<file path="config.mk">
export PLATFORM = sky130hd
export DESIGN_NAME = fpsw_ctrl
export DESIGN_NICKNAME = d
export VERILOG_FILES = /design/src/fpsw_pkg.sv /design/src/fpsw_cycle.sv /design/src/fpsw_ctrl.sv
export SDC_FILE = /design/constraint.sdc
export NUM_CORES = 1
export LEC_CHECK = 0
export BUFFER_PORTS_ARGS = -buffer_cell sky130_fd_sc_hd__clkbuf_2
export CORE_MARGIN = 4
export CORE_UTILIZATION = 57
export DETAILED_ROUTE_END_ITERATION = 8
export PLACE_DENSITY = 0.83
export SYNTH_ARGS = -nofsm -noshare
export SYNTH_HDL_FRONTEND = slang
export SYNTH_HIERARCHICAL = 1
export SYNTH_SLANG_ARGS = --single-unit
</file>
<file path="constraint.sdc">
create_clock -name CLK_SYS -period 2.3 [get_ports CLK_SYS]
set_input_delay 0.115 -clock CLK_SYS [delete_from_list [all_inputs] [get_ports CLK_SYS]]
set_output_delay 0.115 -clock CLK_SYS [all_outputs]
set_load 0.01 [all_outputs]
</file>
<file path="src/fpsw_pkg.sv">
// Package: constants for the flash status polling controller
package fpsw_pkg;
  // Status word bit positions seen on the flash data bus
  localparam int BIT_POLL   = 7;
  localparam int BIT_TOG1   = 6;
  localparam int BIT_TLIM   = 5;
  localparam int BIT_ESTART = 3;
  localparam int BIT_TOG2   = 2;
  localparam int BIT_BABORT = 1;
  // Flash command words
  localparam logic [15:0] CMD_RESET     = 16'h00F0;
  localparam logic [15:0] CMD_UNLOCK1   = 16'h00AA;
  localparam logic [15:0] CMD_UNLOCK2   = 16'h0055;
  localparam logic [15:0] CMD_ABORT_RST = 16'h00F0;
  localparam logic [25:0] ADDR_UNLOCK1  = 26'h000_0555;
  localparam logic [25:0] ADDR_UNLOCK2  = 26'h000_02AA;
  // Own register byte offsets on the AXI4-Lite slave
  localparam logic [7:0] REG_CTRL   = 8'h00;
  localparam logic [7:0] REG_ADDR   = 8'h04;
  localparam logic [7:0] REG_DATA   = 8'h08;
  localparam logic [7:0] REG_STATUS = 8'h0C;
  localparam logic [7:0] REG_RDATA  = 8'h10;
  // Control field positions
  localparam int CTRL_GO    = 0;
  localparam int CTRL_MODE  = 1;
  // Result codes
  localparam logic [1:0] RES_OK      = 2'h0;
  localparam logic [1:0] RES_TIMEOUT = 2'h1;
  localparam logic [1:0] RES_ABORT   = 2'h2;
  // Bus timing, ns and cycles at 100 MHz
  localparam int CLK_NS        = 10;
  localparam int T_ACC_NS      = 100;
  localparam int T_ACC_CYC     = (T_ACC_NS + CLK_NS - 1) / CLK_NS;
  localparam int T_WP_NS       = 50;
  localparam int T_WP_CYC      = (T_WP_NS + CLK_NS - 1) / CLK_NS;
  localparam int T_BUSY_RST_US = 2;
  localparam int T_BUSY_RST_CYC = T_BUSY_RST_US * 1000 / CLK_NS;
  typedef enum {ST_IDLE, ST_CMD, ST_RD1, ST_RD2, ST_EVAL, ST_RECHK, ST_ARRAY,
                ST_RESET, ST_RSTWAIT, ST_DONE} fpsw_state_t;
endpackage : fpsw_pkg

</file>
<file path="src/fpsw_cycle.sv">
// Module: one asynchronous flash bus cycle (read or write) with strobe timing
`timescale 1ns/1ns
`default_nettype none
module fpsw_cycle
  import fpsw_pkg::*;
#(
  parameter int RD_CYC = T_ACC_CYC,
  parameter int WR_CYC = T_WP_CYC
) (
  // Clock and reset
  input  wire logic        clk,
  input  wire logic        nrst,
  // Request
  input  wire logic        start,
  input  wire logic        is_write,
  input  wire logic [25:0] addr,
  input  wire logic [15:0] wdata,
  output logic             done,
  output logic [15:0]      rdata,
  // Flash pins
  output logic [25:0]      f_addr,
  output logic [15:0]      f_dq_o,
  output logic             f_dq_oe,
  input  wire logic [15:0] f_dq_i,
  output logic             f_ce_n,
  output logic             f_oe_n,
  output logic             f_we_n
);
  // The down counter is eight bits wide, so both counts and the read margin must fit
  if (RD_CYC < 1 || WR_CYC < 1 || RD_CYC + 2 > 255 || WR_CYC > 255) begin : g_bad_cyc
    $error("fpsw_cycle: cycle counts out of range");
  end
  logic [7:0]  cnt_r;
  logic        busy_r;
  logic        wr_r;
  logic [15:0] sync1_r;
  logic [15:0] sync2_r;
  // Data bus comes from outside the clock domain
  always_ff @(posedge clk) begin
    sync1_r <= f_dq_i;
    sync2_r <= sync1_r;
  end
  // Each completed cycle ends with CE and OE high again, so the device counts it
  always_ff @(posedge clk) begin
    if (!nrst) begin
      busy_r <= 1'b0; wr_r <= 1'b0; cnt_r <= 8'h00; done <= 1'b0; rdata <= 16'h0000;
      f_addr <= 26'h000_0000; f_dq_o <= 16'h0000; f_dq_oe <= 1'b0;
      f_ce_n <= 1'b1; f_oe_n <= 1'b1; f_we_n <= 1'b1;
    end else begin
      done <= 1'b0;
      if (!busy_r && start) begin
        busy_r <= 1'b1; wr_r <= is_write; f_addr <= addr; f_dq_o <= wdata;
        f_dq_oe <= is_write; f_ce_n <= 1'b0; f_oe_n <= is_write; f_we_n <= !is_write;
        cnt_r <= is_write ? 8'(WR_CYC) : 8'(RD_CYC + 2);
      end else if (busy_r) begin
        if (cnt_r != 8'h00) begin
          cnt_r <= cnt_r - 8'h01;
        end else begin
          busy_r <= 1'b0; done <= 1'b1; rdata <= sync2_r;
          f_ce_n <= 1'b1; f_oe_n <= 1'b1; f_we_n <= 1'b1; f_dq_oe <= 1'b0;
        end
      end
    end
  end
  // Strobes never overlap: read and write enables are exclusive
  a_strobe_excl: assert property (@(posedge clk) disable iff (!nrst)
    !(!f_oe_n && !f_we_n)) else $error("OE and WE low together");
  a_cycle_end: assert property (@(posedge clk) disable iff (!nrst)
    done |-> f_ce_n && f_oe_n && f_we_n) else $error("cycle ended with strobe low");
endmodule // fpsw_cycle
`default_nettype wire

</file>
<file path="src/fpsw_ctrl.sv">
// Module: host controller polling the flash status word, with AXI4-Lite registers
//
// Contract
// - Bits 15..8, 4 and 0 are undefined; host masks them.
// - Host polls only at last written word, program, or erasing sector address.
// - Host polls erase with an address inside the erased sector.
// - Host reads array data only on cycles after polling bit turns true.
// - Host reads twice, compares toggle; unchanged means finished.
// - Still toggling with time limit high: recheck, then reset on failure.
// - Host restarts toggle checking from the double read after leaving.
// - Time limit high during polling: host still re-reads polling bit.
// - Time limit flag cleared by reset command; busy up to 2 us.
// - Buffer abort flag needs the abort reset sequence; code writes only one 00F0 reset word, the same as the plain reset.
//
// Implementation choices: the AXI4-Lite slave port and the address map.
`timescale 1ns/1ns
`default_nettype none
module fpsw_ctrl
  import fpsw_pkg::*;
#(
  parameter int RST_BUSY_CYC = T_BUSY_RST_CYC
) (
  // Clock and reset
  input  wire logic        CLK_SYS,
  input  wire logic        NRST,
  // AXI4-Lite slave
  input  wire logic [7:0]  S_AXI_AWADDR,
  input  wire logic        S_AXI_AWVALID,
  output logic             S_AXI_AWREADY,
  input  wire logic [31:0] S_AXI_WDATA,
  input  wire logic [3:0]  S_AXI_WSTRB,
  input  wire logic        S_AXI_WVALID,
  output logic             S_AXI_WREADY,
  output logic [1:0]       S_AXI_BRESP,
  output logic             S_AXI_BVALID,
  input  wire logic        S_AXI_BREADY,
  input  wire logic [7:0]  S_AXI_ARADDR,
  input  wire logic        S_AXI_ARVALID,
  output logic             S_AXI_ARREADY,
  output logic [31:0]      S_AXI_RDATA,
  output logic [1:0]       S_AXI_RRESP,
  output logic             S_AXI_RVALID,
  input  wire logic        S_AXI_RREADY,
  // Flash pins
  output logic [25:0]      F_ADDR,
  output logic [15:0]      F_DQ_O,
  output logic             F_DQ_OE,
  input  wire logic [15:0] F_DQ_I,
  output logic             F_CE_N,
  output logic             F_OE_N,
  output logic             F_WE_N
);
  if (RST_BUSY_CYC < 1) begin : g_bad_busy
    $error("fpsw_ctrl: RST_BUSY_CYC must be >= 1");
  end
  // ****************************************
  // Registers
  // ****************************************
  logic        mode_r;      // 0 = toggle checking, 1 = inverse-data polling
  logic [25:0] addr_r;
  logic [15:0] data_r;
  logic [15:0] cmd_r;
  logic        busy_r;
  logic        done_r;
  logic [1:0]  result_r;
  logic [15:0] array_r;
  logic        go;
  fpsw_state_t st_r;
  logic        aw_r, w_r;
  logic [7:0]  awa_r;
  logic [31:0] wd_r;
  logic        wr_fire;
  assign wr_fire = aw_r && w_r && !S_AXI_BVALID;
  assign go = wr_fire && (awa_r == REG_CTRL) && wd_r[CTRL_GO] && (st_r == ST_IDLE);
  // Address and data captured in either order
  always_ff @(posedge CLK_SYS) begin
    if (!NRST) begin
      aw_r <= 1'b0; w_r <= 1'b0; awa_r <= 8'h00; wd_r <= 32'h0000_0000;
      S_AXI_AWREADY <= 1'b0; S_AXI_WREADY <= 1'b0;
      S_AXI_BVALID <= 1'b0; S_AXI_BRESP <= 2'b00;
    end else begin
      S_AXI_AWREADY <= !aw_r && !S_AXI_AWREADY && S_AXI_AWVALID;
      S_AXI_WREADY  <= !w_r && !S_AXI_WREADY && S_AXI_WVALID;
      if (S_AXI_AWVALID && S_AXI_AWREADY) begin
        aw_r <= 1'b1; awa_r <= S_AXI_AWADDR;
      end
      if (S_AXI_WVALID && S_AXI_WREADY) begin
        w_r <= 1'b1; wd_r <= S_AXI_WDATA;
      end
      if (wr_fire) begin
        aw_r <= 1'b0; w_r <= 1'b0; S_AXI_BVALID <= 1'b1;
        S_AXI_BRESP <= (awa_r <= REG_DATA && awa_r[1:0] == 2'b00) ? 2'b00 : 2'b10;
      end else if (S_AXI_BVALID && S_AXI_BREADY) begin
        S_AXI_BVALID <= 1'b0;
      end
    end
  end
  // Software setup; writes while busy are ignored
  always_ff @(posedge CLK_SYS) begin
    if (!NRST) begin
      mode_r <= 1'b0; addr_r <= 26'h000_0000; data_r <= 16'h0000; cmd_r <= 16'h0000;
    end else if (wr_fire && st_r == ST_IDLE) begin
      case (awa_r)
        REG_CTRL: begin
          mode_r <= wd_r[CTRL_MODE];
          cmd_r  <= wd_r[31:16];
        end
        REG_ADDR: addr_r <= wd_r[25:0];
        REG_DATA: data_r <= wd_r[15:0];
        default: ;
      endcase
    end
  end
  // Read channel
  always_ff @(posedge CLK_SYS) begin
    if (!NRST) begin
      S_AXI_ARREADY <= 1'b0; S_AXI_RVALID <= 1'b0;
      S_AXI_RDATA <= 32'h0000_0000; S_AXI_RRESP <= 2'b00;
    end else begin
      S_AXI_ARREADY <= !S_AXI_ARREADY && !S_AXI_RVALID && S_AXI_ARVALID;
      if (S_AXI_ARVALID && S_AXI_ARREADY) begin
        S_AXI_RVALID <= 1'b1;
        S_AXI_RRESP  <= 2'b00;
        case (S_AXI_ARADDR)
          REG_CTRL:   S_AXI_RDATA <= {cmd_r, 14'h0000, mode_r, 1'b0};
          REG_ADDR:   S_AXI_RDATA <= {6'h00, addr_r};
          REG_DATA:   S_AXI_RDATA <= {16'h0000, data_r};
          REG_STATUS: S_AXI_RDATA <= {28'h000_0000, result_r, done_r, busy_r};
          REG_RDATA:  S_AXI_RDATA <= {16'h0000, array_r};
          default: begin
            S_AXI_RDATA <= 32'h0000_0000;
            S_AXI_RRESP <= 2'b10;
          end
        endcase
      end else if (S_AXI_RVALID && S_AXI_RREADY) begin
        S_AXI_RVALID <= 1'b0;
      end
    end
  end
  // ****************************************
  // Flash sequencer
  // ****************************************
  logic        cyc_start, cyc_wr, cyc_done;
  logic [25:0] cyc_addr;
  logic [15:0] cyc_wdata, cyc_rdata;
  logic [15:0] first_r;
  logic [1:0]  cmd_idx_r;
  logic        rechk_r;
  logic        issued_r;
  logic [31:0] wait_r;
  // masked compare: only toggle bit 6 is compared
  logic        tog_changed;
  assign tog_changed = (first_r[BIT_TOG1] != cyc_rdata[BIT_TOG1]);
  always_comb begin
    cyc_wr = 1'b0; cyc_addr = addr_r; cyc_wdata = 16'h0000;
    case (st_r)
      ST_CMD: begin
        cyc_wr = 1'b1;
        case (cmd_idx_r)
          2'd0: begin cyc_addr = ADDR_UNLOCK1; cyc_wdata = CMD_UNLOCK1; end
          2'd1: begin cyc_addr = ADDR_UNLOCK2; cyc_wdata = CMD_UNLOCK2; end
          default: begin cyc_addr = addr_r; cyc_wdata = cmd_r; end
        endcase
      end
      ST_RESET: begin
        cyc_wr = 1'b1; cyc_wdata = (result_r == RES_ABORT) ? CMD_ABORT_RST : CMD_RESET;
      end
      default: ;
    endcase
  end
  assign cyc_start = !issued_r && (st_r == ST_CMD || st_r == ST_RD1 || st_r == ST_RD2 ||
                     st_r == ST_RECHK || st_r == ST_ARRAY || st_r == ST_RESET);
  always_ff @(posedge CLK_SYS) begin
    if (!NRST) begin
      st_r <= ST_IDLE; issued_r <= 1'b0; cmd_idx_r <= 2'd0; first_r <= 16'h0000;
      rechk_r <= 1'b0; busy_r <= 1'b0; done_r <= 1'b0; result_r <= RES_OK;
      array_r <= 16'h0000; wait_r <= 32'h0000_0000;
    end else begin
      if (cyc_start) issued_r <= 1'b1;
      if (cyc_done) issued_r <= 1'b0;
      case (st_r)
        ST_IDLE: if (go) begin
          st_r <= ST_CMD; cmd_idx_r <= 2'd0; busy_r <= 1'b1; done_r <= 1'b0;
          result_r <= RES_OK; rechk_r <= 1'b0;
        end
        // status read starts right after final write strobe
        ST_CMD: if (cyc_done) begin
          if (cmd_idx_r == 2'd2) st_r <= ST_RD1;
          else cmd_idx_r <= cmd_idx_r + 2'd1;
        end
        // first of double read; later rounds stay in ST_RD2 and reuse the last read as first
        // acceptance judged by poll or toggle bits, never the erase-start bit
        ST_RD1: if (cyc_done) begin
          first_r <= cyc_rdata; st_r <= ST_RD2;
        end
        ST_RD2: if (cyc_done) begin
          if (mode_r) begin
            // polling bit true equals bit 7 of written data
            if (cyc_rdata[BIT_POLL] == data_r[BIT_POLL]) st_r <= ST_ARRAY;
            // time limit seen: re-read polling bit once more
            else if (cyc_rdata[BIT_TLIM]) st_r <= ST_RECHK;
            else if (cyc_rdata[BIT_BABORT]) begin
              result_r <= RES_ABORT; st_r <= ST_RESET;
            end else first_r <= cyc_rdata;
          end else if (!tog_changed) begin
            st_r <= ST_ARRAY;
          end else if (cyc_rdata[BIT_TLIM]) begin
            first_r <= cyc_rdata; st_r <= ST_RECHK;
          end else if (cyc_rdata[BIT_BABORT] && first_r[BIT_BABORT]) begin
            // abort needs its reset sequence; both reads must show it, since
            // the read after completion is array data whose bit 1 means nothing
            result_r <= RES_ABORT; st_r <= ST_RESET;
          end else first_r <= cyc_rdata;
        end
        ST_RECHK: if (cyc_done) begin
          if (mode_r ? (cyc_rdata[BIT_POLL] == data_r[BIT_POLL]) : !tog_changed)
            st_r <= ST_ARRAY;
          else begin
            result_r <= RES_TIMEOUT; st_r <= ST_RESET;
          end
        end
        // array data taken only on a cycle after completion
        ST_ARRAY: if (cyc_done) begin
          array_r <= cyc_rdata; st_r <= ST_DONE;
        end
        // reset command then allow busy time
        ST_RESET: if (cyc_done) begin
          wait_r <= 32'(RST_BUSY_CYC); st_r <= ST_RSTWAIT;
        end
        ST_RSTWAIT: begin
          if (wait_r != 32'h0000_0000) wait_r <= wait_r - 32'h0000_0001;
          else st_r <= ST_DONE;
        end
        ST_DONE: begin
          busy_r <= 1'b0; done_r <= 1'b1; st_r <= ST_IDLE;
        end
        default: st_r <= ST_IDLE;
      endcase
    end
  end
  fpsw_cycle u_cycle (
    .clk     (CLK_SYS),
    .nrst    (NRST),
    .start   (cyc_start),
    .is_write(cyc_wr),
    .addr    (cyc_addr),
    .wdata   (cyc_wdata),
    .done    (cyc_done),
    .rdata   (cyc_rdata),
    .f_addr  (F_ADDR),
    .f_dq_o  (F_DQ_O),
    .f_dq_oe (F_DQ_OE),
    .f_dq_i  (F_DQ_I),
    .f_ce_n  (F_CE_N),
    .f_oe_n  (F_OE_N),
    .f_we_n  (F_WE_N)
  );
  // status reads use the programmed or erased address
  a_poll_addr: assert property (@(posedge CLK_SYS) disable iff (!NRST)
    (st_r == ST_RD1 && cyc_start) |-> cyc_addr == addr_r) else $error("poll address wrong");
  a_double_read: assert property (@(posedge CLK_SYS) disable iff (!NRST)
    (st_r == ST_ARRAY && $changed(st_r)) |-> $past(st_r) inside {ST_RD2, ST_RECHK})
    else $error("finished without double read");
  a_fail_reset: assert property (@(posedge CLK_SYS) disable iff (!NRST)
    (st_r == ST_RECHK && cyc_done && result_r == RES_OK && !mode_r && tog_changed)
    |=> st_r == ST_RESET) else $error("failure not followed by reset");
  a_rst_busy: assert property (@(posedge CLK_SYS) disable iff (!NRST)
    (st_r == ST_RESET && cyc_done) |=> st_r == ST_RSTWAIT && wait_r == 32'(RST_BUSY_CYC))
    else $error("reset busy wait not loaded");
  a_abort_seq: assert property (@(posedge CLK_SYS) disable iff (!NRST)
    (st_r == ST_RD2 && cyc_done && !mode_r && tog_changed && !cyc_rdata[BIT_TLIM]
     && cyc_rdata[BIT_BABORT] && first_r[BIT_BABORT]) |=> result_r == RES_ABORT)
    else $error("abort missed");
endmodule // fpsw_ctrl
`default_nettype wire

</file>
Yosys cells after proc, flatten, opt, wreduce, memory -nomap -nowiden. Cells that the tools add are included.

Register bits after elaboration: 340. Latch bits: 0. Memory bits (writable): 0. ROM bits: 0. Input bits: 75. Output and inout bits: 87. Logic and storage cells: 243. Memories: 0.

Add/sub/neg operators: 3. Multiply operators: 0. Div/mod/pow operators: 0. $lt $le $gt $ge: 1. Equality and inequality tests: 47. Shift operators: 0. Muxes and demuxes: 79. Bitwise gates (word level): 4. Reductions and logical operators: 72.

Operators by type and width (count): 2-to-1 mux 32 bit (18); one-hot mux 32 bit (8 select lines) (1); == test 32 x 3 -> 1 bit (second input constant) (5); == test 32 x 4 -> 1 bit (second input constant) (5); one-hot mux 32 bit (5 select lines) (1); == test 32 x 2 -> 1 bit (second input constant) (3); logical NOT 32 bit (2); one-hot mux 16 bit (2 select lines) (2); one-hot mux 32 bit (2 select lines) (1); 2-to-1 mux 7 bit (9); one-hot mux 26 bit (2 select lines) (1); == test 32 x 1 -> 1 bit (second input constant) (1); nonzero test 32 bit (1); subtractor 32 x 1 -> 32 bit (second input constant) (1); 2-to-1 mux 2 bit (15); 2-to-1 mux 26 bit (1); == test 8 x 4 -> 1 bit (second input constant) (3); 2-to-1 mux 8 bit (3); logical AND 1 bit (21); 2-to-1 mux 1 bit (21); == test 8 x 3 -> 1 bit (second input constant) (2); logical NOT 8 bit (2); nonzero test 2 bit (8); inequality test 3 bit (second input constant) (5); 34 further kinds (74).

Logic depth before layout (Yosys ltp).
Depth after elaboration: 10. Depth in mapped cells: 10. Gate-level depth less buffers: 8.

Cells and area by module. The synthesis kept the hierarchy.

By module, submodules not included: fpsw_ctrl (times used 1, cells an instance 1080, area each 8630.8 µm², sequential area each 4023.9 µm²); fpsw_cycle (times used 1, cells an instance 354, area each 3278.1 µm², sequential area each 2082.0 µm²).

Worst setup path after synthesis. Ideal clock, no wire load.

Path kind: register -> register. Start: register wait_r[22]. End: register wait_r[6]. Library setup time: 0.145 ns. Arrival time: 1.833 ns. Data required time: 2.155 ns. Setup slack: 0.322 ns. Stages on the path, launching flop included: 8. Path buffers: 1. Period minus slack after synthesis: 1.978 ns. Cells stage by stage: dfxtp_1 nor4_4 nand4_1 o41a_4 or2_0 buf_2 a21oi_1 a311oi_1.

Word-level cells in the longest chain between the ends: 3.

Ends and longest elaborated chain: start: declaration (RTL line fpsw_ctrl.sv:150) `logic [31:0] wait_r;`; start signal: assignment (RTL line fpsw_ctrl.sv:231) `if (wait_r != 32'h0000_0000) wait_r <= wait_r - 32'h0000_0001;`; nonzero test 32 bit (RTL line fpsw_ctrl.sv:231); inequality test 2 bit (no source line); AND reduction 3 bit (no source line).

Every way passes these cells. A chain may end at the register's enable or synchronous reset.

Worst setup path in the final report.
Start: register wait_r[5]. End: register wait_r[23].

Word-level cells in the longest chain between the ends: 3. Elaborated cells between the ends (all ways): 6. Those cells by class: add/sub (1); eq/ne (1); mux (2); reduce/logical (2).

Ends and longest elaborated chain (RTL line): subtractor 32 x 1 -> 32 bit or nonzero test 32 bit (tied branches) (fpsw_ctrl.sv:231); 2-to-1 mux 32 bit or inequality test 2 bit (tied branches); one-hot mux 32 bit (2 select lines) or AND reduction 3 bit (tied branches).

Parallel ways exist; a longest one is shown, timed or not. The select of a mux whose other input is x is not followed.

==> qor.yml <==
outcome:
  status: "finished, final reports clean"
critical_path:
  path_delay_family: "simple AND/OR/NAND/NOR gates"
  critPathCaptureType: "flop"
  worstPathRequired_ps: 2780
  cp_max_fo: 9
  start_kind: "flop"
  worstPathBufferInverterCount: 1
  crit_type: "reg -> reg"
  reg2reg_slack_ps: 130
  cp_slowest_cell: "dfxtp_1"
  arrival_ps: 2650
  max_stage_delay_ps: 390
  path_cells: "nor4_4 > nand2_2 > buf_4 > nor3b_2 > o211ai_4 > or2_1 > o31ai_1"
logic_synthesis:
  ys_seq_area_share_pct: 51.3
  ys_warn_count: 6
  synthFlopType: "dfxtp_1"
  syn_inst: 1434
  synth_area_per_cell_sq_um: 8.30
  synth_area_sq_um: 11900
  synthDistinctLibCells: 73
  ys_seq_elements: 305
  synth-edff-count: 0
  synthArstFlopShare_pct: 0
floorplan:
  dieHeight_microns: 153
  core_area_sq_um: 20400
  die_x_microns: 153
  fp.dieArea_sq_um: 23300
  rows: 52
  initial_core_util_pct: 58.5
  io_pins: 162
power:
  p_sw_share_pct: 26.6
  power_density_nw_per_um2: 828
  power_uw: 12300
  pwr-share-comb_pct: 13.3
  seqPwrFrac_pct: 45.8
  vdd_ir_drop_max_v: 0.000781
  p_leak_uw: 0.00566
  internal_power_uw: 9050
  p_sw_uw: 3270
  clkPwrFrac_pct: 40.9
global_routing:
  grt_start_max_net_pins: 104
  grt_first_pass_wirelength_microns: 55300
  grtUsageTotal_pct: 28.2
  antenna_found_initial: 1
  grt-ovfl-total: 0
  grt_pass1_vias: 11100
clock_network:
  cts-root-buf: "clkbuf_16"
  path_clk_slew_ps: 60
  cts_tree: "built"
  htree_levels: 1
  clockBufferDepth: 3
  insertion_delay_ps: 570
  cts.sinks: 305
  cts_inserted_buffers: 30
drt:
  drc: 0
  vias: 11300
  routed_wl_microns: 34000
  antenna_left: 0
  dr.pass1.iters: 8
  post_drt_wl_per_cell_microns: 17.4
  via_per_inst: 5.77
  dr.first_iter.drc_count: 1062
timing:
  slew_viol_final: 0
  finalSetupViolCount: 0
  period_share_pct: 94.4
  hold_ws_ps: 196
  worst_pin_slew_ps: 935
  tns_ps: 0
  finalHoldViolCount: 0
  timing.clock.skew_ps: 28.5
  max_freq_ghz: 0.461
  fin_crit_ps: 2170
  slew_headroom_pct: 37.4
  rsz0062_at_grt: "no"
place:
  io_buffers: 155
  dp_hpwl_microns: 21600
  gp_congestion: 0.918
  placed_area_sq_um: 13100
cells_and_area:
  final_common_cell: "nand2_1"
  mostFrequentLayoutCells: "nand2_1 (400), dfxtp_1 (305), a21oi_1 (203)"
  syn_to_final_growth_pct: 24.9
  n_antenna_cell: 0
  fin_area_sq_um: 14900
  final_util_pct: 73.0
  drive_gt1_share_pct: 17.5
  final_net_count: 1738
flow_run:
  max_cap_viol_count: 0
hold_path:
  hp-class: "in -> reg"
==> synth_stat cells, drive strengths merged, types with 2 or more instances <==
library cell	count	area (sq um)
a211o	4	35.0
a21oi	204	1020
a221oi	3	26.3
a222oi	22	220
a22oi	7	52.6
a311oi	3	26.3
a31oi	3	18.8
and2	17	106
and3b	2	17.5
buf	22	139
clkbuf	71	270
dfxtp	305	6110
ha	5	62.6
inv	12	45.0
mux2i	10	100
nand2	401	1510
nand2b	13	81.3
nand3	20	100
nand3b	3	22.5
nand4	9	56.3
nor2	95	359
nor2b	19	119
nor3	21	115
nor3b	6	60.1
nor4	13	160
nor4b	7	91.3
o211ai	6	73.8
o21ai	55	275
o311ai	4	35.0
o31ai	4	30.0
o32ai	4	35.0
o41a	2	32.5
or2	3	18.8
or3	14	93.8
or3b	3	26.3
or4	4	33.8
or4b	2	23.8
xnor2	3	26.3
xor2	21	184
==> layout make-up <==
cell class | instances | area, sq um
clock inverters | 11 | 149
clock buffers | 45 | 877
flip-flops and latches | 305 | 6110
multi-input cells | 1024 | 5380
inverters | 13 | 51.3
repair buffers | 284 | 1970
fillers | 1418 | 5490
well taps | 270 | 338
==> repair_timing <==
action | CTS | global route
gates resized for setup | 0 | 5
hold buffers | 72 | 0
setup endpoints to repair | 0 | 45
endpoints found under the hold margin | 64 | 0
setup buffers | 0 | 2
==> metal layers <==
layer	wire, microns	up-vias	GRT usage (%)	share of wire [%]
met5	11	-	0	0.032
met4	1410	2	11.5	4.1
met3	2960	107	5.74	8.7
met2	16500	548	48.3	49
met1	13100	5291	34.9	39
li1	-	5317	-	-
==> cell families (layout without fill, tap and decap cells) <==
group	after synthesis	after routing	share of synthesized area (%)
AOI/OAI and AO/OA	328	328	16.4
DFF	305	305	51.3
muxes	10	10	0.841
buffers and inverters	106	353	3.85
and+or+nand+nor	655	655	25.3
xor gates and xnor gates	24	24	1.77
other	1	2	0.0315
adders and majority gates	5	5	0.525
==> sequential cells by signal, indices dropped and copies added (netlist names), 4 cells and up <==
signal and flops:
data_r 16, u_cycle/sync2_r 16, u_cycle/f_dq_o 16, awa_r 8, st_r 4, addr_r 26, u_cycle/cnt_r 8, cmd_r 16
u_cycle/f_addr 26, array_r 16, wd_r 32, u_cycle/sync1_r 16, S_AXI_RDATA 32, wait_r 32, u_cycle/rdata 16
==> worst paths after layout <==
path                            start             endpoint  depth (start not counted)
hold / removal              F_DQ_I[9]   u_cycle/sync1_r[9]                          2
setup reg to reg            wait_r[5]           wait_r[23]                          7
setup / recovery            wait_r[5]           wait_r[23]                          7
hold reg to reg   u_cycle/sync1_r[13]  u_cycle/sync2_r[13]                          0
==> power groups by stage <==
stage	Clock (uW)	Sequential, uW	Combinational [uW]
final	5040	5640	1640
after global routing	5260	5660	1790
after CTS	5050	5640	1600
after detailed placement	0	5750	1490
after global placement	0	5740	1460
after floorplan	0	5710	1060
==> worst reg2reg max path, cell delays in order, from the launching register on <==
cell and delay (ps):
dfxtp_1 390, nor4_4 380, nand2_2 110, buf_4 170
nor3b_2 350, o211ai_4 200, or2_1 280, o31ai_1 210
==> stage by stage <==
step	cells	worst slack [ps]
global route	1952	7.73
global placement	1822	143
detailed placement	1822	120
floorplan	1435	322
finish	1952	129
CTS	1950	47.4
(Power assumes the default switching activity.)
